$ cat src/hw/sample_trigger_pkg.sv
// Purpose: shared constants for the sample/trigger/period unit
// Assumes: 25 MHz mclk
// Notes: times in their own units, cycle counts derived
package sample_trigger_pkg;
   localparam int CLK_HZ = 25000000;
   localparam int CLK_NS = 40;
   // timer resolution, 6.4 us
   localparam int TICK_NS = 6400;
   localparam int TICK_CYC = TICK_NS / CLK_NS;
   // edge count window, 0.25 s
   localparam int WINDOW_MS = 250;
   localparam int WINDOW_CYC = (CLK_HZ / 1000) * WINDOW_MS;
   localparam int EDGE_LIMIT = 150;
   localparam int BUF_MAX = 32;
   localparam int NIB_W = 4;
   // operation codes
   localparam logic [3:0] OP_WIDE_V = 4'h2;
   localparam logic [3:0] OP_CURRENT = 4'h3;
   localparam logic [3:0] OP_PERIOD = 4'h5;
   localparam logic [3:0] OP_FREQ = 4'h6;
   localparam logic [3:0] OP_COUNT = 4'h7;
   // trigger types
   localparam logic [2:0] TT_NONE = 3'h0;
   localparam logic [2:0] TT_MANUAL = 3'h1;
   localparam logic [2:0] TT_RR = 3'h2;
   localparam logic [2:0] TT_FF = 3'h3;
   localparam logic [2:0] TT_RF = 3'h4;
   localparam logic [2:0] TT_FR = 3'h5;
   localparam logic [2:0] TT_KEY = 3'h6;
   localparam logic [7:0] ERR_NONE = 8'h00;
   localparam logic [7:0] ERR_TRIG = 8'h22;
   localparam logic [7:0] ERR_CHAN = 8'h23;
   typedef enum logic [4:0] {
      ST_IDLE = 5'b0_0001,
      ST_ARM = 5'b0_0010,
      ST_RUN = 5'b0_0100,
      ST_MEAS = 5'b0_1000,
      ST_GAP = 5'b1_0000
   } run_state_t;
endpackage

$ cat src/hw/pattern_fifo.sv
// Purpose: small valid/ready FIFO in the pattern path
// Assumes: flip-flop storage
// Notes: DEPTH power of two
`timescale 1ns/1ps
`default_nettype none
module pattern_fifo #(
   parameter int WIDTH = 4,
   parameter int DEPTH = 4
) (
   input wire logic mclk,
   input wire logic rst_b,
   input wire logic [WIDTH-1:0] in_data,
   input wire logic in_valid,
   output logic in_ready,
   output logic [WIDTH-1:0] out_data,
   output logic out_valid,
   input wire logic out_ready
);
   localparam int AW = $clog2(DEPTH);
   logic [WIDTH-1:0] mem [DEPTH];
   logic [AW:0] wp;
   logic [AW:0] rp;
   logic full;
   logic empty;
   assign full = (wp[AW] != rp[AW]) && (wp[AW-1:0] == rp[AW-1:0]);
   assign empty = (wp == rp);
   assign in_ready = !full;
   assign out_valid = !empty;
   assign out_data = mem[rp[AW-1:0]];
   always_ff @(posedge mclk)
   begin
      if (!rst_b)
         wp <= '0;
      else if (in_valid && !full)
      begin
         mem[wp[AW-1:0]] <= in_data;
         wp <= wp + 1'b1;
      end
   end
   always_ff @(posedge mclk)
   begin
      if (!rst_b)
         rp <= '0;
      else if (out_ready && !empty)
         rp <= rp + 1'b1;
   end
endmodule
`default_nettype wire

$ cat src/hw/sample_trigger_period_unit.sv
// Purpose: pattern output, trigger stage and period/frequency engine
// Assumes: one clock, mclk 25 MHz; sensor pins arrive asynchronous
// Notes: conversion arithmetic is left to the host; block reports raw counts
// How it works
// [RULE_01] circular pattern store, up to 32 entries
// [RULE_02] entry value drives four lines as binary
// [RULE_03] each sample tick advances and presents entry
// [RULE_04] pointer wraps after last defined entry
// [RULE_05] ops 5,6,7 use hardware comparator threshold
// [RULE_06] other ops compare converted value to level
// [RULE_07] sampling waits for one directed level crossing
// [RULE_08] any channel triggers; pin chosen by operation
// [RULE_09] period/frequency only first channel, alone
// [RULE_10] measurement lasts until window and interval finish
// [RULE_11] count at 150 selects count result
// [RULE_12] interval timer counts 6.4 us units
// [RULE_13] trigger edge starts both, each stops itself
// [RULE_14] edge pair follows trigger type 2 to 5
// [RULE_15] type 0 rising; type 6 error 34
// [RULE_16] period work always uses hardware comparator
// [RULE_17] wait sample time after measure, min 0.25 s
// [RULE_18] manual trigger taken off the sample clock
// [RULE_19] sample clock restarts on every trigger
// [RULE_20] trigger point records elapsed since last tick
// [RULE_21] type 6 samples on each key press
// [RULE_22] prestore samples before trigger, else trigger first
// [RULE_23] pattern pointer resets when a run starts
`timescale 1ns/1ps
`default_nettype none
module sample_trigger_period_unit #(
   parameter int DEPTH = sample_trigger_pkg::BUF_MAX,
   parameter int WINDOW_CYC = sample_trigger_pkg::WINDOW_CYC,
   parameter int FIFO_DEPTH = 4
) (
   // clock and reset
   input wire logic mclk,
   input wire logic rst_b,
   // pattern store load
   input wire logic pat_wr,
   input wire logic [4:0] pat_addr,
   input wire logic [3:0] pat_value,
   input wire logic [5:0] pat_count,
   // run setup
   input wire logic start,
   input wire logic stop,
   input wire logic [1:0] trig_chan,
   input wire logic [3:0] op_code,
   input wire logic others_active,
   input wire logic [2:0] trig_type,
   input wire logic prestore,
   input wire logic conv_enabled,
   input wire logic [15:0] sw_level,
   input wire logic [31:0] sample_cyc,
   input wire logic [15:0] num_samples,
   // sensor side
   input wire logic [15:0] conv_value,
   input wire logic [15:0] raw_wide,
   input wire logic [15:0] raw_low,
   input wire logic comp_pin,
   input wire logic key_pin,
   // outputs
   output logic [3:0] pattern_output_port,
   output logic [7:0] hw_threshold_sel,
   output logic sample_strobe,
   output logic [31:0] record_time,
   output logic trig_seen,
   output logic meas_done,
   output logic use_count,
   output logic [15:0] edge_count,
   output logic [23:0] interval,
   output logic [7:0] err_code,
   output logic running,
   output logic pat_out_valid
);
   logic [3:0] pattern_output_buffer [DEPTH];
   logic [4:0] rd_ptr;
   logic c_s1, c_s2, c_s3, k_s1, k_s2, k_s3;
   sample_trigger_pkg::run_state_t state;
   logic [31:0] tick_cnt;
   logic tick;
   logic [15:0] done_cnt;
   logic [15:0] prev_val;
   logic hw_mode;
   logic per_mode;
   logic rise, fall, key_ev;
   logic trig_ev;
   logic start_rise, stop_rise;
   logic [31:0] wait_cyc;
   logic [31:0] win_cnt;
   logic win_run, tmr_run, tmr_armed;
   logic gap_elapsed;
   logic [7:0] tk_div;
   logic [15:0] cur_val;
   logic fifo_in_ready;
   logic [3:0] fifo_out;
   logic fifo_valid;

   function automatic logic is_hw_op(input logic [3:0] op);
      is_hw_op = (op == sample_trigger_pkg::OP_PERIOD) || (op == sample_trigger_pkg::OP_FREQ)
         || (op == sample_trigger_pkg::OP_COUNT);
   endfunction
   function automatic logic is_wide_op(input logic [3:0] op);
      is_wide_op = (op == sample_trigger_pkg::OP_WIDE_V)
         || (op == sample_trigger_pkg::OP_CURRENT) || is_hw_op(op);
   endfunction

   // ------------------------------------------------
   // input synchronisers
   // ------------------------------------------------
   always_ff @(posedge mclk)
   begin
      if (!rst_b)
      begin
         c_s1 <= 1'b0;
         c_s2 <= 1'b0;
         c_s3 <= 1'b0;
         k_s1 <= 1'b0;
         k_s2 <= 1'b0;
         k_s3 <= 1'b0;
      end
      else
      begin
         c_s1 <= comp_pin;
         c_s2 <= c_s1;
         c_s3 <= c_s2;
         k_s1 <= key_pin;
         k_s2 <= k_s1;
         k_s3 <= k_s2;
      end
   end

   // ------------------------------------------------
   // trigger decode
   // ------------------------------------------------
   assign hw_mode = (trig_chan == 2'h0) && is_hw_op(op_code); // RULE_05
   assign per_mode = (op_code == sample_trigger_pkg::OP_PERIOD)
      || (op_code == sample_trigger_pkg::OP_FREQ);
   // converted value when enabled, else low-range pin unless operation needs the wide one
   assign cur_val = conv_enabled ? conv_value
      : (is_wide_op(op_code) ? raw_wide : raw_low); // RULE_08 RULE_06
   assign start_rise = start;
   assign stop_rise = stop;
   assign key_ev = k_s2 && !k_s3; // RULE_18
   always_comb
   begin
      rise = 1'b0;
      fall = 1'b0;
      if (hw_mode || per_mode) // RULE_16
      begin
         rise = c_s2 && !c_s3;
         fall = !c_s2 && c_s3;
      end
      else
      begin
         rise = ($signed(prev_val) < $signed(sw_level)) && ($signed(cur_val) >= $signed(sw_level));
         fall = ($signed(prev_val) >= $signed(sw_level)) && ($signed(cur_val) < $signed(sw_level));
      end
   end
   // falling types start on a fall, manual and key types on a key press, type 0 at once outside period work, the rest on a rise
   always_comb
   begin
      case (trig_type)
         sample_trigger_pkg::TT_MANUAL,
         sample_trigger_pkg::TT_KEY: trig_ev = key_ev; // RULE_18
         sample_trigger_pkg::TT_FF,
         sample_trigger_pkg::TT_FR: trig_ev = fall; // RULE_14
         sample_trigger_pkg::TT_NONE: trig_ev = per_mode ? rise : 1'b1; // RULE_15
         default: trig_ev = rise;
      endcase
   end
   always_ff @(posedge mclk)
   begin
      if (!rst_b)
         prev_val <= 16'h0000;
      else
         prev_val <= cur_val;
   end
   always_ff @(posedge mclk)
   begin
      if (!rst_b)
         hw_threshold_sel <= 8'h00;
      else
         hw_threshold_sel <= {7'h00, hw_mode};
   end

   // ------------------------------------------------
   // run control
   // ------------------------------------------------
   // sample clock period, floor of 0.25 s in period work
   assign wait_cyc = (per_mode && sample_cyc < WINDOW_CYC) ? WINDOW_CYC : sample_cyc; // RULE_17
   assign tick = (tick_cnt + 32'h0000_0001 >= wait_cyc);
   always_ff @(posedge mclk)
   begin
      if (!rst_b)
      begin
         state <= sample_trigger_pkg::ST_IDLE;
         err_code <= sample_trigger_pkg::ERR_NONE;
      end
      else if (stop_rise)
         state <= sample_trigger_pkg::ST_IDLE;
      else
      begin
         case (state)
            sample_trigger_pkg::ST_IDLE:
               if (start_rise)
               begin
                  if (per_mode && trig_type == sample_trigger_pkg::TT_KEY)
                     err_code <= sample_trigger_pkg::ERR_TRIG; // RULE_15
                  else if (per_mode && others_active)
                     err_code <= sample_trigger_pkg::ERR_CHAN; // RULE_09
                  else if (is_hw_op(op_code) && trig_chan != 2'h0)
                     err_code <= sample_trigger_pkg::ERR_CHAN; // RULE_09
                  else
                  begin
                     err_code <= sample_trigger_pkg::ERR_NONE;
                     state <= sample_trigger_pkg::ST_ARM;
                  end
               end
            sample_trigger_pkg::ST_ARM:
               if (trig_ev) // RULE_07
                  state <= per_mode ? sample_trigger_pkg::ST_MEAS : sample_trigger_pkg::ST_RUN;
            sample_trigger_pkg::ST_RUN:
               if (sample_strobe && done_cnt + 16'h0001 >= num_samples)
                  state <= sample_trigger_pkg::ST_IDLE;
            sample_trigger_pkg::ST_MEAS:
               if (!win_run && !tmr_run) // RULE_10
                  state <= (done_cnt + 16'h0001 >= num_samples) ? sample_trigger_pkg::ST_IDLE
                     : sample_trigger_pkg::ST_GAP;
            sample_trigger_pkg::ST_GAP:
               if ((tick || gap_elapsed) && trig_ev) // RULE_17
                  state <= sample_trigger_pkg::ST_MEAS;
            default: state <= sample_trigger_pkg::ST_IDLE;
         endcase
      end
   end
   always_ff @(posedge mclk)
   begin
      if (!rst_b)
         running <= 1'b0;
      else
         running <= (state != sample_trigger_pkg::ST_IDLE);
   end
   // tick and trigger seldom share a cycle, so the elapsed gap is held
   always_ff @(posedge mclk)
   begin
      if (!rst_b)
         gap_elapsed <= 1'b0;
      else if (state != sample_trigger_pkg::ST_GAP)
         gap_elapsed <= 1'b0;
      else if (tick)
         gap_elapsed <= 1'b1; // RULE_17
   end

   // ------------------------------------------------
   // sample clock and record time
   // ------------------------------------------------
   always_ff @(posedge mclk)
   begin
      if (!rst_b)
         tick_cnt <= 32'h0000_0000;
      else if (state == sample_trigger_pkg::ST_ARM && trig_ev)
         tick_cnt <= 32'h0000_0000; // RULE_19
      else if (state == sample_trigger_pkg::ST_MEAS || tick)
         tick_cnt <= 32'h0000_0000;
      else
         tick_cnt <= tick_cnt + 32'h0000_0001;
   end
   always_ff @(posedge mclk)
   begin
      if (!rst_b)
      begin
         sample_strobe <= 1'b0;
         record_time <= 32'h0000_0000;
         trig_seen <= 1'b0;
      end
      else
      begin
         sample_strobe <= 1'b0;
         trig_seen <= 1'b0;
         if (state == sample_trigger_pkg::ST_ARM && trig_ev)
         begin
            // period work advances the pattern on completion, not at the trigger
            sample_strobe <= !per_mode; // RULE_22
            trig_seen <= 1'b1;
            record_time <= tick_cnt + 32'h0000_0001; // RULE_20
         end
         else if (state == sample_trigger_pkg::ST_ARM && prestore && tick)
         begin
            sample_strobe <= 1'b1; // RULE_22
            record_time <= wait_cyc;
         end
         else if (state == sample_trigger_pkg::ST_RUN
            && (trig_type == sample_trigger_pkg::TT_KEY ? key_ev : tick))
         begin
            sample_strobe <= 1'b1; // RULE_21
            record_time <= tick_cnt + 32'h0000_0001;
         end
      end
   end
   always_ff @(posedge mclk)
   begin
      if (!rst_b)
         done_cnt <= 16'h0000;
      else if (state == sample_trigger_pkg::ST_IDLE)
         done_cnt <= 16'h0000;
      else if (sample_strobe && state == sample_trigger_pkg::ST_RUN)
         done_cnt <= done_cnt + 16'h0001;
      else if (state == sample_trigger_pkg::ST_MEAS && !win_run && !tmr_run)
         done_cnt <= done_cnt + 16'h0001;
   end

   // ------------------------------------------------
   // period and frequency engine
   // ------------------------------------------------
   logic entering;
   logic stop_edge;
   assign entering = (state != sample_trigger_pkg::ST_MEAS) && trig_ev
      && (state == sample_trigger_pkg::ST_ARM
      || (state == sample_trigger_pkg::ST_GAP && (tick || gap_elapsed)));
   // edge that ends the interval
   assign stop_edge = (trig_type == sample_trigger_pkg::TT_FF || trig_type == sample_trigger_pkg::TT_RF)
      ? fall : rise; // RULE_14
   always_ff @(posedge mclk)
   begin
      if (!rst_b)
      begin
         win_cnt <= 32'h0000_0000;
         win_run <= 1'b0;
         edge_count <= 16'h0000;
      end
      else if (entering && per_mode)
      begin
         win_cnt <= 32'h0000_0000; // RULE_13
         win_run <= 1'b1;
         edge_count <= 16'h0000;
      end
      else if (win_run)
      begin
         if (rise)
            edge_count <= edge_count + 16'h0001;
         if (win_cnt + 32'h0000_0001 >= WINDOW_CYC)
            win_run <= 1'b0; // RULE_13
         win_cnt <= win_cnt + 32'h0000_0001;
      end
   end
   always_ff @(posedge mclk)
   begin
      if (!rst_b)
      begin
         tmr_run <= 1'b0;
         tmr_armed <= 1'b0;
         tk_div <= 8'h00;
         interval <= 24'h00_0000;
      end
      else if (entering && per_mode)
      begin
         tmr_run <= 1'b1;
         tmr_armed <= 1'b0;
         tk_div <= 8'h00;
         interval <= 24'h00_0000;
      end
      else if (tmr_run)
      begin
         tmr_armed <= 1'b1;
         if (tmr_armed && stop_edge)
            tmr_run <= 1'b0; // RULE_13
         if (tk_div == 8'(sample_trigger_pkg::TICK_CYC - 1))
         begin
            tk_div <= 8'h00;
            interval <= interval + 24'h00_0001; // RULE_12
         end
         else
            tk_div <= tk_div + 8'h01;
      end
   end
   always_ff @(posedge mclk)
   begin
      if (!rst_b)
      begin
         meas_done <= 1'b0;
         use_count <= 1'b0;
      end
      else
      begin
         meas_done <= 1'b0;
         if (state == sample_trigger_pkg::ST_MEAS && !win_run && !tmr_run)
         begin
            meas_done <= 1'b1;
            use_count <= (edge_count >= 16'(sample_trigger_pkg::EDGE_LIMIT)); // RULE_11
         end
      end
   end

   // ------------------------------------------------
   // pattern output buffer
   // ------------------------------------------------
   always_ff @(posedge mclk)
   begin
      if (pat_wr && 32'(pat_addr) < DEPTH)
         pattern_output_buffer[pat_addr] <= pat_value; // RULE_01
   end
   always_ff @(posedge mclk)
   begin
      if (!rst_b)
         rd_ptr <= 5'h00;
      else if (start_rise && state == sample_trigger_pkg::ST_IDLE)
         rd_ptr <= 5'h00; // RULE_23
      else if ((sample_strobe || meas_done) && fifo_in_ready && pat_count != 6'h00)
      begin
         if (6'(rd_ptr) + 6'h01 >= pat_count)
            rd_ptr <= 5'h00; // RULE_04
         else
            rd_ptr <= rd_ptr + 5'h01; // RULE_03
      end
   end
   pattern_fifo #(
      .WIDTH(sample_trigger_pkg::NIB_W),
      .DEPTH(FIFO_DEPTH)
   ) u_fifo (
      .mclk(mclk),
      .rst_b(rst_b),
      .in_data(pattern_output_buffer[rd_ptr]),
      .in_valid((sample_strobe || meas_done) && pat_count != 6'h00),
      .in_ready(fifo_in_ready),
      .out_data(fifo_out),
      .out_valid(fifo_valid),
      .out_ready(1'b1)
   );
   always_ff @(posedge mclk)
   begin
      if (!rst_b)
      begin
         pattern_output_port <= 4'h0;
         pat_out_valid <= 1'b0;
      end
      else
      begin
         pat_out_valid <= fifo_valid;
         if (fifo_valid)
            pattern_output_port <= fifo_out; // RULE_02
      end
   end

   // ------------------------------------------------
   // checks
   // ------------------------------------------------
   chk_pat_wrap: assert property (@(posedge mclk) disable iff (!rst_b) // RULE_04
      (pat_count != 6'h00) |-> (6'(rd_ptr) < pat_count || $past(pat_count) != pat_count))
      else $error("pattern pointer beyond count");
   chk_ptr_reset: assert property (@(posedge mclk) disable iff (!rst_b) // RULE_23
      (start && state == sample_trigger_pkg::ST_IDLE) |=> rd_ptr == 5'h00)
      else $error("pointer not reset at start");
   chk_trig_err: assert property (@(posedge mclk) disable iff (!rst_b) // RULE_15
      (state == sample_trigger_pkg::ST_IDLE && start && !stop && per_mode
      && trig_type == sample_trigger_pkg::TT_KEY) |=> err_code == sample_trigger_pkg::ERR_TRIG
      && state == sample_trigger_pkg::ST_IDLE)
      else $error("type 6 period not refused");
   chk_arm_wait: assert property (@(posedge mclk) disable iff (!rst_b) // RULE_07
      (state == sample_trigger_pkg::ST_ARM && !trig_ev && !stop) |=> state
      == sample_trigger_pkg::ST_ARM)
      else $error("left arm without trigger");
   chk_clk_restart: assert property (@(posedge mclk) disable iff (!rst_b) // RULE_19
      (state == sample_trigger_pkg::ST_ARM && trig_ev) |=> tick_cnt == 32'h0000_0000 && trig_seen)
      else $error("sample clock not restarted");
   chk_meas_span: assert property (@(posedge mclk) disable iff (!rst_b) // RULE_10
      meas_done |-> $past(!win_run) && $past(!tmr_run))
      else $error("measurement ended early");
   chk_count_sel: assert property (@(posedge mclk) disable iff (!rst_b) // RULE_11
      meas_done |-> use_count == ($past(edge_count) >= 16'(sample_trigger_pkg::EDGE_LIMIT)))
      else $error("wrong result selection");
   chk_hw_comp: assert property (@(posedge mclk) disable iff (!rst_b) // RULE_05
      (trig_chan == 2'h0 && op_code == sample_trigger_pkg::OP_COUNT) |=> hw_threshold_sel[0]
      || $changed(op_code) || $changed(trig_chan))
      else $error("comparator not selected");
endmodule
`default_nettype wire

$ cat config.mk
export PLATFORM = sky130hd
export DESIGN_NAME = sample_trigger_period_unit
export DESIGN_NICKNAME = d
export VERILOG_FILES = /design/src/hw/sample_trigger_pkg.sv /design/src/hw/pattern_fifo.sv /design/src/hw/sample_trigger_period_unit.sv
export SDC_FILE = /design/constraint.sdc
export NUM_CORES = 1
export LEC_CHECK = 0
export BUFFER_PORTS_ARGS = -buffer_cell sky130_fd_sc_hd__buf_2
export CORE_AREA = 4 4 309 159
export CTS_BUF_LIST = sky130_fd_sc_hd__clkbuf_16
export DETAILED_ROUTE_END_ITERATION = 6
export DIE_AREA = 0 0 313 163
export GPL_TIMING_DRIVEN = 0
export PLACE_DENSITY = 0.65
export REMOVE_ABC_BUFFERS = 1
export SLEW_MARGIN = 20
export SYNTH_ARGS = -nofsm -noshare
export SYNTH_HDL_FRONTEND = slang
export SYNTH_SLANG_ARGS = --single-unit
export TNS_END_PERCENT = 1
$ cat constraint.sdc
create_clock -name mclk -period 5.76 [get_ports mclk]
set_input_delay 0.288 -clock mclk [delete_from_list [all_inputs] [get_ports mclk]]
set_output_delay 0.288 -clock mclk [all_outputs]
set_load 0.01 [all_outputs]
Word level (Yosys, flattened, before mapping). Memories as Yosys holds them, arrays and structs flattened. A register that Yosys moved wholly into a read port is not among the register bits. Index checks and enable logic that the tools add are counted.

Memory bits (writable): 144. Memories: 2. ROM bits: 0. Logic and storage cells: 202. Bits in registers: 224. Input bits: 146. Bits in latches: 0.

Memories: pattern_output_buffer (words 32, width 4, rd ports 1, clocked after memory_dff 1, write ports 1, RTL line sample_trigger_period_unit.sv:75) `logic [3:0] pattern_output_buffer [DEPTH];`; u_fifo.mem (words 4, width 4, rd ports 1, clocked after memory_dff 1, write ports 1, RTL line pattern_fifo.sv:20) `logic [WIDTH-1:0] mem [DEPTH];`.

Shift-type cells: 0. Equality and inequality tests: 30. Bitwise operators: 2. Reductions and logical operators: 69. Multipliers: 0. $add $sub $neg: 10. Muxes and demuxes: 48. Order comparisons: 10. Divide/modulo/power cells: 0.

Operator list (number): $mux W32 (4); $add A32 B1 Y32 const B (2); $mux W16 (4); $mux W5 (12); $ge A16 B16 Y1 (3); $add A16 B1 Y16 const B (2); $ge A32 B23 Y1 const B (1); $ge A32 B32 Y1 (1); $lt A16 B16 Y1 (2); $lt A32 B23 Y1 const B (1); $logic_and A1 B1 Y1 (31); $pmux W5 S5 (1); $add A24 B1 Y24 const B (1); $mux W1 (21); $mux W6 (3); $ge A16 B8 Y1 const B (1); $ne A2 B2 Y1 const B (8); $reduce_or A2 Y1 (7); $eq A4 B3 Y1 const B (3); $logic_not A1 Y1 (10); $logic_or A1 B1 Y1 (10); $eq A3 B3 Y1 const B (3); $add A8 B1 Y8 const B (1); $eq A4 B2 Y1 const B (2); 31 further kinds (35).

Logic depth before layout (Yosys ltp).
Depth in word-level cells: 15. Depth in mapped cells: 20.

Modules after synthesis. From an unflattened synthesis, not the netlist that was laid out.

Cell total of the unflattened synthesis: 1826. Area, all modules: 18694.2 µm².

Modules (own cells, without submodules): sample_trigger_period_unit (cells each 1733, seq. area each 8127.8 µm², area each 17510.5 µm², instances 1); pattern_fifo (cells each 93, seq. area each 640.6 µm², area each 1183.6 µm², instances 1).

Least setup slack after synthesis. No wires, ideal clock.

Path type: input-to-reg. Start point: input op_code[2]. End point: register tick_cnt[12]. Buffers on the path: 3. Arrival time: 4.228 ns. Slack: 1.470 ns. Required time: 5.698 ns. Cell stages on the path: 17. Path through: a21oi_1 > nor2_1 > clkbuf_1 > mux2i_1 > o21ai_0 > ha_1 > and4_1 > and4_4 > a21boi_4 > o21ai_0 > a31oi_2 > a211o_1 > and3_1 > buf_4 > or4_4 > buf_6 > nor2b_2.

Cells in the longest elaborated chain, start to end: 13. Elaborated cells between the ends (all ways): 27.

Ends and longest elaborated chain: start: declaration (RTL line sample_trigger_period_unit.sv:47) `input wire logic [3:0] op_code,`; $eq A4 B3 Y1 (RTL line sample_trigger_period_unit.sv:99) `is_hw_op = (op == sample_trigger_pkg::OP_PERIOD) || (op == sample_trigger_pkg::OP_FREQ)`; $logic_or A1 B1 Y1 (RTL line sample_trigger_period_unit.sv:99); $logic_or A1 B1 Y1 (RTL line sample_trigger_period_unit.sv:100) `|| (op == sample_trigger_pkg::OP_COUNT);`; $logic_or A1 B1 Y1 * (RTL line sample_trigger_period_unit.sv:104) `|| (op == sample_trigger_pkg::OP_CURRENT) || is_hw_op(op);`; $mux W16 * (RTL line sample_trigger_period_unit.sv:140) `: (is_wide_op(op_code) ? raw_wide : raw_low);`; $mux W16 * (RTL line sample_trigger_period_unit.sv:139) `assign cur_val = conv_enabled ? conv_value`; net cur_val[7] (RTL line sample_trigger_period_unit.sv:93) `logic [15:0] cur_val;`; $ge A16 B16 Y1 (RTL line sample_trigger_period_unit.sv:155) `rise = ($signed(prev_val) < $signed(sw_level)) && ($signed(cur_val) >= $signed(sw_level));`; $logic_and A1 B1 Y1 (RTL line sample_trigger_period_unit.sv:155); $mux W1 (RTL line sample_trigger_period_unit.sv:148) `if (hw_mode || per_mode)`; $mux W1 (RTL line sample_trigger_period_unit.sv:167) `sample_trigger_pkg::TT_NONE: trig_ev = per_mode ? rise : 1'b1;`; $pmux W1 S3 * (RTL line sample_trigger_period_unit.sv:162) `case (trig_type)`; $logic_and A1 B1 Y1 * (RTL line sample_trigger_period_unit.sv:261) `else if (state == sample_trigger_pkg::ST_ARM && trig_ev)`; $reduce_or A3 Y1 (no line) *; end signal: assignment (RTL line sample_trigger_period_unit.sv:266) `tick_cnt <= tick_cnt + 32'h0000_0001;`; end: declaration (RTL line sample_trigger_period_unit.sv:79) `logic [31:0] tick_cnt;`.

The timed path passes the listed nets; every way through them passes the cells marked *. A chain may end at the register's enable or synchronous reset.

Worst setup path after layout.
Start point: register tick_cnt[0]. End point: register record_time[0].

Cells in the longest elaborated chain, start to end: 5. Elaborated cells between the ends (all ways): 9.

Ends and longest elaborated chain: $add A32 B1 Y32 * (RTL line sample_trigger_period_unit.sv:191, sample_trigger_period_unit.sv:285, sample_trigger_period_unit.sv:296); $ge A32 B32 Y1 (RTL line sample_trigger_period_unit.sv:191) `assign tick = (tick_cnt + 32'h0000_0001 >= wait_cyc);`; $mux W1 / $logic_and A1 B1 Y1 (equally long branches) (RTL line sample_trigger_period_unit.sv:293, sample_trigger_period_unit.sv:287); $logic_and A1 B1 Y1 / $mux W32 (equally long branches) (RTL line sample_trigger_period_unit.sv:293, sample_trigger_period_unit.sv:287); $reduce_bool A3 Y1 (no line) / $mux W32 (equally long branches); end signal: assignment (RTL line sample_trigger_period_unit.sv:285) `record_time <= tick_cnt + 32'h0000_0001;`; end signal: assignment (RTL line sample_trigger_period_unit.sv:290) `record_time <= wait_cyc;`; end signal: assignment (RTL line sample_trigger_period_unit.sv:296) `record_time <= tick_cnt + 32'h0000_0001;`; end: declaration (RTL line sample_trigger_period_unit.sv:65) `output logic [31:0] record_time,`.

Every way passes the cells marked *; elsewhere a longest branch is shown, timed or not. The select of a mux whose other input is x is not followed.

==> summary.md <==
| Metric | Value |
|---|---|
| Status | finished, final reports clean |
| Cell Rows | 56 |
| Worst Hold Launch | sample_cyc[27] |
| Number of max-cap violations | 0 |
| Mapped Cells | 1776 |
| WL/cell | 17.2 um |
| Register bit total from synthesis | 364 |
| Final hold vios | 0 |
| Final hold slack | 0.0780 ns |
| Initial DRC Count | 963 |
| HPWL Detailed | 34000 um |
| CTS sink cnt | 364 |
| Core area | 46400 sq um |
| Most common cell after layout, fill and taps aside | buf_2 |
| R2R Path Start | tick_cnt[0]$_SDFF_PP0_ |
| Placed cells | 2586 |
| CP cell instances | ha_1 > and3_1 > nand4_1 > nor3_1 > nor3b_2 > nand3_1 > xnor2_1 > ha_1 > nand4_1 > a21oi_1 > a211oi_1 > o221a_2 > nand2_1 > a32o_1 > or2_4 > o221a_2 |
| Via/cell ratio | 5.22 |
| Top cell type's share of synthesized area | 23.9% |
| CP startpoint kind | flip-flop |
| Global placer's final weighted congestion | 0.868 |
| CTS root buf | clkbuf_16 |
| Reg-to-Reg End | record_time[0]$_SDFFE_PN0P_ |
| Largest net degree at the start of global routing | 67 |
| Antenna Nets Post-Route | 0 |
| Total die area | 51000 sq um |
| Pwr Density | 250 nW/um^2 |
| CP required | 6.19 ns |
| VDD IR max | 0.183 mV |
| RSZ-0062 raised after global routing | no |
| Final Non-Filler Cells | 2656 |
| I/O Buffers | 231 |
| Largest stage delay, worst path | 0.48 ns |
| Clock buffer depth | 3 |
| Crit path max fanout | 32 |
| Synth unique cells | 75 |
| WL final | 45800 um |
| Hold Path Sink | record_time[27]$_SDFFE_PN0P_ |
| Antenna violations before repair | 1 |
| Syn. warnings | 0 |
| FMAX | 0.184 GHz |
| Number of synthesized flops with an enable pin | 144 |
| Count of final setup violators | 0 |
| Async set-reset flop share out of synthesis | 0% |
| Fin. max-slew vios | 0 |
| Post-route DRC | 0 |
| Skew-Pair Late Insertion Delay | 0.54 ns |
| Initial core utilization | 39.7% |
| Synth-to-layout area growth | 16.1% |
| R2R depth | 16 |
| Share of cells above drive strength 1 | 19.0% |
| Most used DFF post-synth | dfxtp_1 |
| Most frequent cells in the layout | 230 x buf_2, 229 x nor2_1, 217 x dfxtp_1, 146 x nand2_1, 144 x edfxtp_1 |
| Ports | 244 |
| Die X | 313 um |
| HP Class | in2reg |
| Worst EP arrival | 5.85 ns |
| WS Path Type | reg2reg |
| Max H-tree Level | 2 |
| Slowest CP cell | a211oi_1 |
| DRT Pass-1 Iters | 5 |
| P_leak | 8.54 nW |
| Global route overflow | 0 |
| CTS clk-pin slew, worst paths | 0.07 ns |
| Critical path endpoint category | flip-flop |
| Synth top area cells | dfxtp_1 24%, edfxtp_1 23%, ha_1 6.8%, mux4_2 5.4%, nor2_1 4.7% |
| CTS tree | yes |
| Die height | 163 um |
| Reg2reg setup slack | 0.34 ns |
| Hold depth | 3 |
| Total track usage | 17.4% |
| Mean Syn Cell Area | 10.4 sq um |
| Vias | 13900 |
| Rel. slew slack | 31.4% |
| Post-CTS Setup Bufs | 0 |
| Total CTS buffers | 36 |
| Vias in the first global route | 13100 |
| Worst Skew | 0.0302 ns |
| Final nets | 2236 |
| Register area share after synthesis | 47.3% |
| Synth area leader | dfxtp_1 |
| Post-Syn Area | 18400 sq um |
| First-pass GRT wire length | 71900 um |
| Shortest period the worst path allows | 5.42 ns |
| Period utilization | 94.1% |
| Worst-margin pin slew | 1.02 ns |
-- timing repair --
item	in CTS	in global routing
hold buffers	4	0
gates resized for setup	1	3
setup endpoints to repair	9	71
hold endpoints to repair	3	0
-- sequential cells by signal, indices dropped and copies added, names as in the netlist, 4 cells and up, named ones only --
register	count
tk_div	8
pattern_output_buffer	128
state	5
tick_cnt	32
pattern_output_port	4
record_time	32
edge_count	16
rd_ptr	5
prev_val	16
u_fifo.mem	16
done_cnt	16
interval	24
win_cnt	32
-- worst max-delay path: cells and delay by family, from the launching register on --
family / cells / cell delay [ns]
xor+xnor: 1 / 0.27
simple gates: 8 / 2.43
flops: 1 / 0.43
fa+ha+maj: 2 / 0.50
compound gates: 5 / 1.67
-- kinds of logic (layout without fill, tap and decap cells) --
group,Yosys count,after routing,synth area share (%)
and+or+nand+nor,700,700,19.4
AOI/OAI and AO/OA,220,220,7.96
DFF,364,364,47.3
adders and majority gates,100,100,6.79
other,1,13,0.0203
xor gates and xnor gates,146,146,6.94
buffers and inverters,155,385,3.59
muxes,90,90,7.91
-- how the worst max path moves through the flow --
| stage | cells after the start | startpoint | slack (ns) | to |
|---|---|---|---|---|
| after global placement | 15 | op_code[0] | -2.05 | record_time[0]$_SDFFE_PN0P_ |
| after detailed placement | 17 | tick_cnt[0]$_SDFF_PP0_ | -0.0001 | edge_count[15]$_SDFFE_PP0P_ |
| after global routing | 18 | tick_cnt[0]$_SDFF_PP0_ | 0.02 | record_time[1]$_SDFFE_PN0P_ |
| after CTS | 17 | tick_cnt[0]$_SDFF_PP0_ | 0.21 | edge_count[11]$_SDFFE_PP0P_ |
| final | 16 | tick_cnt[0]$_SDFF_PP0_ | 0.34 | record_time[0]$_SDFFE_PN0P_ |
| after floorplan | 14 | op_code[2] | 0.03 | record_time[0]$_SDFFE_PN0P_ |
-- where the power goes --
group / leakage [nW] / internal (mW) / switching, mW
registers: 3.08 / 2.70 / 0.0174
logic: 4.90 / 0.144 / 0.223
clock network: 0.562 / 1.24 / 1.03
-- stage by stage --
step | area [sq um] | total power, mW | util [%] | setup TNS [ns] | setup slack [ns]
5_1_grt | 21400 | 5.60 | 46.1 | 0 | 0.0217
4_1_cts | 21400 | 5.44 | 46.1 | 0 | 0.214
6_report | 21400 | 5.36 | 46.1 | 0 | 0.339
3_5_place_dp | 20200 | 3.14 | 43.6 | -0.000131 | -0.000131
2_1_floorplan | 18100 | 2.97 | - | 0 | 0.0309
3_3_place_gp | 20100 | 3.12 | 43.2 | -181.86 | -2.05
-- routing by layer --
metal / routed length [um] / GRT usage, % / vias to the layer above
met2: 19600 / 25.5 / 361
met4: 680 / 3.38 / 0
li1: - / - / 6738
met1: 22800 / 26.8 / 6704
met5: 0 / 0 / -
met3: 2680 / 3.17 / 60
-- final cells by class --
class | count | area [sq um]
repair buffers | 242 | 1320
diodes | 1 | 2.50
fillers | 4253 | 25000
well taps | 638 | 798
multi-input cells | 1268 | 9140
flip-flops and latches | 364 | 8730
inverters | 78 | 293
clock buffers | 36 | 901
clock inverters | 29 | 211
-- cell usage after synthesis (4+ instances only) --
| cell type | count |
|---|---|
| a211oi_1 | 5 |
| a21o_1 | 18 |
| a21oi_1 | 51 |
| a22oi_1 | 5 |
| a31oi_1 | 7 |
| and2_1 | 57 |
| and3_1 | 36 |
| and4_1 | 12 |
| buf_1 | 5 |
| buf_2 | 4 |
| buf_4 | 14 |
| clkbuf_1 | 51 |
| dfxtp_1 | 220 |
| edfxtp_1 | 144 |
| ha_1 | 100 |
| inv_1 | 78 |
| mux2_2 | 6 |
| mux2i_1 | 40 |
| mux4_2 | 44 |
| nand2_1 | 147 |
| nand2b_1 | 5 |
| nand3_1 | 52 |
| nand3b_1 | 9 |
| nand4_1 | 41 |
| nor2_1 | 230 |
| nor2b_1 | 18 |
| nor2b_4 | 18 |
| nor3_1 | 21 |
| nor3b_1 | 7 |
| nor4_1 | 10 |
| o211ai_1 | 5 |
| o21a_1 | 6 |
| o21ai_0 | 48 |
| o22ai_1 | 14 |
| o31ai_1 | 8 |
| o32ai_1 | 18 |
| or2_2 | 7 |
| or3_1 | 15 |
| xnor2_1 | 63 |
| xor2_1 | 83 |
No activity file was read; power rests on OpenSTA's default activity.
